<file path="src/common/eeprom_addr_pkg.sv">
// Shared constants and types for the data EEPROM address capture block
package eeprom_addr_pkg;

    // ---------------------------------------------------------------
    // Register map (byte addresses on the AXI4-Lite bus)
    // ---------------------------------------------------------------
    localparam logic [7:0] CTRL_ADDR        = 8'h00;
    localparam logic [7:0] STATUS_ADDR      = 8'h04;
    localparam logic [7:0] RDDATA_ADDR      = 8'h08;
    localparam logic [7:0] TABLE_PAGE_IDX   = 8'h32;
    localparam logic [7:0] TABLE_PAGE_ADDR  = TABLE_PAGE_IDX << 2;
    localparam logic [7:0] TABLE_PAGE_RESET = 8'h00;

    // ---------------------------------------------------------------
    // Field positions
    // ---------------------------------------------------------------
    localparam int OP_LSB    = 0;
    localparam int START_BIT = 8;
    localparam int BUSY_BIT  = 0;
    localparam int RDWB_BIT  = 1;

    // Row alignment masks on the lower address word
    localparam logic [15:0] ROW4_MASK = 16'hfff8;
    localparam logic [15:0] ROW8_MASK = 16'hfff0;

    localparam logic [1:0] RESP_OKAY   = 2'h0;
    localparam logic [1:0] RESP_SLVERR = 2'h2;

    // ---------------------------------------------------------------
    // Types
    // ---------------------------------------------------------------
    typedef enum logic [2:0] {
        OP_ERASE1 = 3'h0,
        OP_ERASE4 = 3'h1,
        OP_ERASE8 = 3'h2,
        OP_BULK   = 3'h3,
        OP_WRITE  = 3'h4,
        OP_READ   = 3'h5
    } nvm_op_t;

    typedef enum logic [1:0] {
        ST_IDLE = 2'h1,
        ST_BUSY = 2'h2
    } state_t;

endpackage

</file>
<file path="src/core/axil_reg_port.sv">
// AXI4-Lite slave front end that turns bus transfers into register strobes
module axil_reg_port #(
    parameter int AW = 8
) (
    input  wire logic          mclk,
    input  wire logic          rst_n,
    input  wire logic          ce,
    input  wire logic [AW-1:0] awaddr,
    input  wire logic          awvalid,
    output logic               awready,
    input  wire logic [31:0]   wdata,
    input  wire logic [3:0]    wstrb,
    input  wire logic          wvalid,
    output logic               wready,
    output logic [1:0]         bresp,
    output logic               bvalid,
    input  wire logic          bready,
    input  wire logic [AW-1:0] araddr,
    input  wire logic          arvalid,
    output logic               arready,
    output logic [31:0]        rdata,
    output logic [1:0]         rresp,
    output logic               rvalid,
    input  wire logic          rready,
    output logic               regWrEn,
    output logic [AW-1:0]      regWrAddr,
    output logic [31:0]        regWrData,
    output logic [3:0]         regWrStrb,
    input  wire logic          regWrOk,
    output logic               regRdEn,
    output logic [AW-1:0]      regRdAddr,
    input  wire logic [31:0]   regRdData,
    input  wire logic          regRdOk
);

    typedef struct packed {
        logic          awHeld;
        logic [AW-1:0] awAddr;
        logic          wHeld;
        logic [31:0]   wData;
        logic [3:0]    wStrb;
        logic          bValid;
        logic [1:0]    bResp;
        logic          rValid;
        logic [31:0]   rData;
        logic [1:0]    rResp;
    } axs_t;

    axs_t st;
    axs_t next_st;

    // Address and data are parked separately so they may arrive in either order
    always_comb begin
        next_st   = st;
        awready   = ce & ~st.awHeld & ~st.bValid;
        wready    = ce & ~st.wHeld & ~st.bValid;
        arready   = ce & ~st.rValid;
        regWrEn   = ce & st.awHeld & st.wHeld & ~st.bValid;
        regWrAddr = st.awAddr;
        regWrData = st.wData;
        regWrStrb = st.wStrb;
        regRdEn   = arvalid & arready;
        regRdAddr = araddr;
        if (awvalid && awready) begin
            next_st.awHeld = 1'b1;
            next_st.awAddr = awaddr;
        end
        if (wvalid && wready) begin
            next_st.wHeld = 1'b1;
            next_st.wData = wdata;
            next_st.wStrb = wstrb;
        end
        if (regWrEn) begin
            next_st.awHeld = 1'b0;
            next_st.wHeld  = 1'b0;
            next_st.bValid = 1'b1;
            next_st.bResp  = regWrOk ? eeprom_addr_pkg::RESP_OKAY
                                     : eeprom_addr_pkg::RESP_SLVERR;
        end
        if (st.bValid && bready) begin
            next_st.bValid = 1'b0;
        end
        if (regRdEn) begin
            next_st.rValid = 1'b1;
            next_st.rData  = regRdOk ? regRdData : 32'h0000_0000;
            next_st.rResp  = regRdOk ? eeprom_addr_pkg::RESP_OKAY
                                     : eeprom_addr_pkg::RESP_SLVERR;
        end
        if (st.rValid && rready) begin
            next_st.rValid = 1'b0;
        end
    end

    always_ff @(posedge mclk) begin
        if (!rst_n) begin
            st <= '0;
        end else if (ce) begin
            st <= next_st;
        end
    end

    assign bvalid = st.bValid;
    assign bresp  = st.bResp;
    assign rvalid = st.rValid;
    assign rdata  = st.rData;
    assign rresp  = st.rResp;

endmodule

</file>
<file path="src/core/eeprom_address_capture.sv">
// Data EEPROM effective address capture with table page register and op launch
//
// How it works
// A 24-bit address is kept: 8-bit upper byte and 16-bit lower word.
// Capture registers are off the register map and load on every low-word table write while ce is high.
// The captured address selects the row that the next erase other than bulk acts on.
// Lower word bit zero is always cleared; only even addresses exist.
// Upper byte top bit is always cleared; all addresses are user space.
// Table page register: index 0x32, resets to zero, only low 8 bits live.
// Only the low data word is used; high-word table writes are ignored.
// Six launchable ops: erase one, four, eight words, bulk, write, read.
// Software must not read while an erase or write is still running.
// Table write takes upper byte from page register, lower word from EA.
module eeprom_address_capture #(
    parameter int AW = 8
) (
    input  wire logic          mclk,
    input  wire logic          rst_n,
    input  wire logic          ce,
    input  wire logic [AW-1:0] awaddr,
    input  wire logic          awvalid,
    output logic               awready,
    input  wire logic [31:0]   wdata,
    input  wire logic [3:0]    wstrb,
    input  wire logic          wvalid,
    output logic               wready,
    output logic [1:0]         bresp,
    output logic               bvalid,
    input  wire logic          bready,
    input  wire logic [AW-1:0] araddr,
    input  wire logic          arvalid,
    output logic               arready,
    output logic [31:0]        rdata,
    output logic [1:0]         rresp,
    output logic               rvalid,
    input  wire logic          rready,
    input  wire logic          tblWrEn,
    input  wire logic          tblWrHigh,
    input  wire logic [15:0]   tblWrEa,
    input  wire logic [15:0]   tblWrData,
    output logic [7:0]         nvmAddrUpper,
    output logic [15:0]        nvmAddrLower,
    output logic               nvmCmdValid,
    output logic [2:0]         nvmCmdOp,
    output logic [23:0]        nvmRowAddr,
    output logic [15:0]        nvmWrData,
    input  wire logic          nvmDone,
    input  wire logic [15:0]   nvmRdData
);

    typedef struct packed {
        eeprom_addr_pkg::state_t fsm;
        logic [7:0]              tblPage;
        logic [7:0]              addrUpper;
        logic [15:0]             addrLower;
        logic [15:0]             wrData;
        logic [2:0]              op;
        logic [2:0]              cmdOp;
        logic                    cmdValid;
        logic [23:0]             rowAddr;
        logic                    rdWhileBusy;
        logic [15:0]             rdData;
    } core_t;

    localparam core_t RST = '{
        fsm:       eeprom_addr_pkg::ST_IDLE,
        tblPage:   eeprom_addr_pkg::TABLE_PAGE_RESET,
        default:   '0
    };

    core_t st;
    core_t next_st;

    logic            regWrEn;
    logic [AW-1:0]   regWrAddr;
    logic [31:0]     regWrData;
    logic [3:0]      regWrStrb;
    logic            regWrOk;
    logic            regRdEn;
    logic [AW-1:0]   regRdAddr;
    logic [31:0]     regRdData;
    logic            regRdOk;
    logic            startReq;
    logic [2:0]      opSel;
    logic            busy;

    axil_reg_port #(.AW(AW)) bus (
        .mclk      (mclk),
        .rst_n     (rst_n),
        .ce        (ce),
        .awaddr    (awaddr),
        .awvalid   (awvalid),
        .awready   (awready),
        .wdata     (wdata),
        .wstrb     (wstrb),
        .wvalid    (wvalid),
        .wready    (wready),
        .bresp     (bresp),
        .bvalid    (bvalid),
        .bready    (bready),
        .araddr    (araddr),
        .arvalid   (arvalid),
        .arready   (arready),
        .rdata     (rdata),
        .rresp     (rresp),
        .rvalid    (rvalid),
        .rready    (rready),
        .regWrEn   (regWrEn),
        .regWrAddr (regWrAddr),
        .regWrData (regWrData),
        .regWrStrb (regWrStrb),
        .regWrOk   (regWrOk),
        .regRdEn   (regRdEn),
        .regRdAddr (regRdAddr),
        .regRdData (regRdData),
        .regRdOk   (regRdOk)
    );

    assign busy = (st.fsm == eeprom_addr_pkg::ST_BUSY);

    // ---------------------------------------------------------------
    // Register read and write decode
    // ---------------------------------------------------------------
    // The capture registers have no address on purpose
    always_comb begin
        regRdData = 32'h0000_0000;
        regRdOk   = 1'b1;
        case (8'(regRdAddr))
            eeprom_addr_pkg::CTRL_ADDR:       regRdData[2:0] = st.op;
            eeprom_addr_pkg::STATUS_ADDR: begin
                regRdData[eeprom_addr_pkg::BUSY_BIT] = busy;
                regRdData[eeprom_addr_pkg::RDWB_BIT] = st.rdWhileBusy;
            end
            eeprom_addr_pkg::RDDATA_ADDR:     regRdData[15:0] = st.rdData;
            eeprom_addr_pkg::TABLE_PAGE_ADDR: regRdData[7:0] = st.tblPage;
            default:                          regRdOk = 1'b0;
        endcase
    end

    always_comb begin
        case (8'(regWrAddr))
            eeprom_addr_pkg::CTRL_ADDR,
            eeprom_addr_pkg::STATUS_ADDR,
            eeprom_addr_pkg::RDDATA_ADDR,
            eeprom_addr_pkg::TABLE_PAGE_ADDR: regWrOk = 1'b1;
            default:                          regWrOk = 1'b0;
        endcase
    end

    // ---------------------------------------------------------------
    // Core state
    // ---------------------------------------------------------------
    always_comb begin
        next_st          = st;
        next_st.cmdValid = 1'b0;
        startReq = regWrEn && (8'(regWrAddr) == eeprom_addr_pkg::CTRL_ADDR)
                   && regWrStrb[1] && regWrData[eeprom_addr_pkg::START_BIT];
        opSel    = regWrStrb[0] ? regWrData[eeprom_addr_pkg::OP_LSB +: 3] : st.op;

        if (regWrEn && regWrStrb[0]) begin
            case (8'(regWrAddr))
                eeprom_addr_pkg::CTRL_ADDR:
                    next_st.op = regWrData[eeprom_addr_pkg::OP_LSB +: 3];
                eeprom_addr_pkg::TABLE_PAGE_ADDR:
                    next_st.tblPage = regWrData[7:0];
                eeprom_addr_pkg::STATUS_ADDR:
                    if (regWrData[eeprom_addr_pkg::RDWB_BIT]) begin
                        next_st.rdWhileBusy = 1'b0;
                    end
                default: ;
            endcase
        end

        // High-word writes carry nothing for a 16-bit array
        if (tblWrEn && !tblWrHigh) begin
            next_st.addrUpper = {1'b0, st.tblPage[6:0]};
            next_st.addrLower = {tblWrEa[15:1], 1'b0};
            next_st.wrData    = tblWrData;
        end

        case (st.fsm)
            eeprom_addr_pkg::ST_IDLE: begin
                if (startReq && opSel <= 3'(eeprom_addr_pkg::OP_READ)) begin
                    next_st.fsm      = eeprom_addr_pkg::ST_BUSY;
                    next_st.cmdValid = 1'b1;
                    next_st.cmdOp    = opSel;
                    case (opSel)
                        3'(eeprom_addr_pkg::OP_ERASE4):
                            next_st.rowAddr = {st.addrUpper,
                                               st.addrLower & eeprom_addr_pkg::ROW4_MASK};
                        3'(eeprom_addr_pkg::OP_ERASE8):
                            next_st.rowAddr = {st.addrUpper,
                                               st.addrLower & eeprom_addr_pkg::ROW8_MASK};
                        3'(eeprom_addr_pkg::OP_BULK):
                            next_st.rowAddr = 24'h00_0000;
                        default:
                            next_st.rowAddr = {st.addrUpper, st.addrLower};
                    endcase
                end
            end
            eeprom_addr_pkg::ST_BUSY: begin
                // A read launched mid-operation would return garbage
                if (startReq && opSel == 3'(eeprom_addr_pkg::OP_READ)) begin
                    next_st.rdWhileBusy = 1'b1;
                end
                if (nvmDone) begin
                    next_st.fsm = eeprom_addr_pkg::ST_IDLE;
                    if (st.cmdOp == 3'(eeprom_addr_pkg::OP_READ)) begin
                        next_st.rdData = nvmRdData;
                    end
                end
            end
            default: next_st.fsm = eeprom_addr_pkg::ST_IDLE;
        endcase
    end

    always_ff @(posedge mclk) begin
        if (!rst_n) begin
            st <= RST;
        end else if (ce) begin
            st <= next_st;
        end
    end

    assign nvmAddrUpper = st.addrUpper;
    assign nvmAddrLower = st.addrLower;
    assign nvmCmdValid  = st.cmdValid;
    assign nvmCmdOp     = st.cmdOp;
    assign nvmRowAddr   = st.rowAddr;
    assign nvmWrData    = st.wrData;

    // ---------------------------------------------------------------
    // Checks
    // ---------------------------------------------------------------
    a_lsb_even: assert property (@(posedge mclk) disable iff (!rst_n)
        nvmAddrLower[0] == 1'b0 && nvmRowAddr[0] == 1'b0)
        else $error("lower address bit zero is set");

    a_msb_clear: assert property (@(posedge mclk) disable iff (!rst_n)
        nvmAddrUpper[7] == 1'b0 && nvmRowAddr[23] == 1'b0)
        else $error("upper address top bit is set");

    a_capture_word: assert property (@(posedge mclk) disable iff (!rst_n)
        ce && tblWrEn && !tblWrHigh |=>
            nvmAddrLower == {$past(tblWrEa[15:1]), 1'b0}
            && nvmAddrUpper == {1'b0, $past(st.tblPage[6:0])})
        else $error("table write address not captured");

    a_high_ignored: assert property (@(posedge mclk) disable iff (!rst_n)
        ce && tblWrEn && tblWrHigh |=> $stable(nvmAddrLower) && $stable(nvmAddrUpper))
        else $error("high word write changed capture");

    a_page_reset: assert property (@(posedge mclk) disable iff (!rst_n)
        $rose(rst_n) |-> st.tblPage == eeprom_addr_pkg::TABLE_PAGE_RESET)
        else $error("table page not zero after reset");

    a_row_erase8: assert property (@(posedge mclk) disable iff (!rst_n)
        nvmCmdValid && nvmCmdOp == 3'(eeprom_addr_pkg::OP_ERASE8) |->
            nvmRowAddr == {$past(st.addrUpper),
                           $past(st.addrLower) & eeprom_addr_pkg::ROW8_MASK})
        else $error("erase row not from captured address");

    a_launch_once: assert property (@(posedge mclk) disable iff (!rst_n)
        nvmCmdValid |-> busy ##1 !nvmCmdValid)
        else $error("command pulse malformed");

    a_busy_flag: assert property (@(posedge mclk) disable iff (!rst_n)
        ce && busy && !nvmDone && startReq && opSel == 3'(eeprom_addr_pkg::OP_READ)
            |=> st.rdWhileBusy && busy)
        else $error("read during operation not flagged");

endmodule

</file>
<file path="config.mk">
export PLATFORM = sky130hd
export DESIGN_NAME = eeprom_address_capture
export DESIGN_NICKNAME = d
export VERILOG_FILES = /design/src/common/eeprom_addr_pkg.sv /design/src/core/axil_reg_port.sv /design/src/core/eeprom_address_capture.sv
export SDC_FILE = /design/constraint.sdc
export NUM_CORES = 1
export LEC_CHECK = 0
export BUFFER_PORTS_ARGS = -buffer_cell sky130_fd_sc_hd__buf_2
export CAP_MARGIN = 20
export CORE_MARGIN = 2
export CORE_UTILIZATION = 49
export DETAILED_ROUTE_END_ITERATION = 10
export PLACE_DENSITY = 0.79
export SYNTH_ARGS = -nofsm -noshare
export SYNTH_HDL_FRONTEND = slang
export SYNTH_SLANG_ARGS = --single-unit
</file>
<file path="constraint.sdc">
create_clock -name mclk -period 3.9 [get_ports mclk]
set_input_delay 0.78 -clock mclk [delete_from_list [all_inputs] [get_ports mclk]]
set_output_delay 0.78 -clock mclk [all_outputs]
set_load 0.01 [all_outputs]
</file>
==> run metrics <==
status=completed; Worst Hold Class=register to register; maxcap violations=0; post-route cell area=around 7000 um2; final total power=3410 uW; GR Overflow Total=0; first-pass GRT wire length=21.2 mm; Critical Path Fanout Max=15; Initial Util=50.2%; largest net degree at the start of global routing=between 60 and 70; n_diodes=0; final slew viol count=0; RD Place Congestion=roughly 0.80; Top delay family on crit path=buffers and inverters; drt total wl=13.7 mm; Layout area overhead=15.1%; CP arrival=approximately 1.6 ns; commonest non-fill, non-tap cell in the layout=nand2_1; Mapped Avg Cell Area=8.41 um2; distinct cell type count of the synthesized netlist=47; core box area=12000 um2; cell mode on critical path=buf_2; Worst path max stage delay=between 0.3 and 0.4 ns; largest cells by area after synthesis=dfxtp_1 45%, buf_4 13%, nand2_1 11%; Util after Layout=around 58%; PD cells=just under 500 nW/um2; die height=around 110 um; Worst EP required=around 3.1 ns; Hold Buf Count CTS=0; Fin Setup TNS=0 ns; leak pwr=0.00315 uW; postcts setup bufs=0; die area=around 13000 um2; clock skew=0.00743 ns; Fill cells=between 1000 and 1500; Routed wire per std cell=around 14 um; fin nets=906; Buffers on Ports=around 170; Seq/Total Area, Yosys=around 45%; clock latency at the later pin of the worst-skew pair=between 0.4 and 0.5 ns; FMAX=about 430 MHz; Total GRT Usage=20.5%; Ports=between 200 and 250; largest buffer count on any clock path=2; final setup violating endpoints=0; flops & latches, synth=around 140; RSZ-0062 raised after global routing=no; layout cells sized above 1=a little over a quarter; Mapped Area=just over 6000 um2; Yosys top cell area share=between 40 and 50%; commonest non-fill, non-tap cells in the layout=178 x nand2_1, 171 x buf_2, 135 x dfxtp_1, 64 x a21oi_1, 54 x mux2i_1; # resized after CTS=0; via count=~4800; Place WS=about 1.3 ns; Ys Warns=0; CTS Sinks=135; DRC errors left=0; final antenna-violating net count=0; initial antenna violation count=1; cell taking the most area after synthesis=dfxtp_1; TritonCTS clock tree=built; HPWL Detailed=about 9.4 mm; peak supply drop=0.299 mV; Synth Instances=roughly 700; Rows=40; Most used DFF post-synth=dfxtp_1; CP bufs+invs=2; slew margin rel.=about 30%; critical path type=input port to output port; Root Driver=clkbuf_16; Final Hold Fails=0; Critical-path top delay cell=nor3b_1; Setup crit end kind=output port; fraction of registers with async set or reset after synthesis=0%; final worst slack=about 1.6 ns; Pre-antenna DRT Iters=5; crit path cell chain=buf_2 -> nor3b_1 -> buf_2; critical path launch point type=input port; Num CTS Buffers=17; CTS clk-pin slew, worst paths=~0.06 ns; H-tree Lvls=4; 1st-iter DRT viols=290; final critical-path required period=approximately 2.3 ns; Via density=about 5.0; Worst Tran Pin Value=1.04 ns; period utilization=between 50% and 60%; vias in the first global route=between 4000 and 5000; Placed Area=roughly 6300 um2; Die Wd=roughly 110 um; Post-synth EDFFs=0
## state kept, by name, summed over array words and instances, names as in the netlist
| register | count |
|---|---|
| st | 30 |
| nvmRowAddr | 22 |
| bus.rdata | 16 |
| nvmWrData | 16 |
| nvmAddrLower | 15 |
| bus.regWrData | 9 |
| bus.regWrAddr | 8 |
| nvmAddrUpper | 7 |
| nvmCmdOp | 3 |
| bus.regWrStrb | 2 |
| bus.st | 2 |
| bus.bresp | 1 |
| bus.bvalid | 1 |
| bus.rresp | 1 |
| bus.rvalid | 1 |
| nvmCmdValid | 1 |
## path summary, 6_finish.rpt
| path | start | end | slack [ns] | cells after the start |
|---|---|---|---|---|
| setup / recovery | ce | wready | 1.56 | 3 |
| hold / removal | bus.rdata[5] | bus.rdata[5] | 0.45 | 2 |
| setup reg to reg | bus.regWrStrb[0] | nvmRowAddr[19] | 1.74 | 5 |
| hold reg to reg | bus.rdata[5] | bus.rdata[5] | 0.45 | 2 |
## logic make-up after synthesis
group,Yosys count,synth area share [%]
AO/OA/AOI/OAI,108,10.8
buffers and inverters,146,15.9
flip-flops,135,44.8
multiplexers,55,9.15
other,1,0.0622
AND/OR/NAND/NOR,272,19.3
## synthesized netlist by cell type, types with 3 or more instances
cell type,n
a21oi_1,64
a22oi_1,16
and2_1,4
buf_2,3
buf_4,104
clkbuf_1,32
dfxtp_1,135
inv_1,4
mux2i_1,54
nand2_1,178
nand2b_1,6
nand3_1,5
nand3b_1,3
nand4_1,3
nor2_1,49
nor2b_1,4
o21ai_0,11
## layer usage
metal  vias to the layer above  global-route usage (%)  share of wire (%)
met5                         -                       0              0.095
met4                         2                    8.84                1.6
met3                        19                    5.96                6.8
met2                       152                    32.4                 47
met1                      2187                    26.3                 45
li1                       2407                       -                  -
## tightest hold or removal path, cell delays in order, from the launching register on
cell and delay [ns]:
dfxtp_1 0.32, nand2_1 0.05, o21ai_0 0.05
## area by class of cell
cell class | instances | area, um2 | share of cell area [%]
sequential | 135 | 2700 | 38.9
multi-input combinational | 457 | 2450 | 35.3
timing repair buffer | 180 | 923 | 13.3
clock buffer | 18 | 439 | 6.32
clock inverter | 14 | 229 | 3.30
tap | 147 | 184 | 2.65
inverter | 4 | 16.3 | 0.234
## metrics by stage
step                      std cells  hold slack, ns
after CTS                       955           0.454
after floorplan                 738           0.426
after global placement          923           0.434
final                           955           0.452
after detailed placement        923           0.446
after global routing            955           0.467
## report_power, final
group	leakage, uW	total, uW	switching, uW	internal (uW)
sequential	0.00109	1420	18.2	1400
clock	0.000325	1800	589	1210
combinational	0.00173	193	120	73.0
Note: power is estimated with default switching activity, not from simulation.
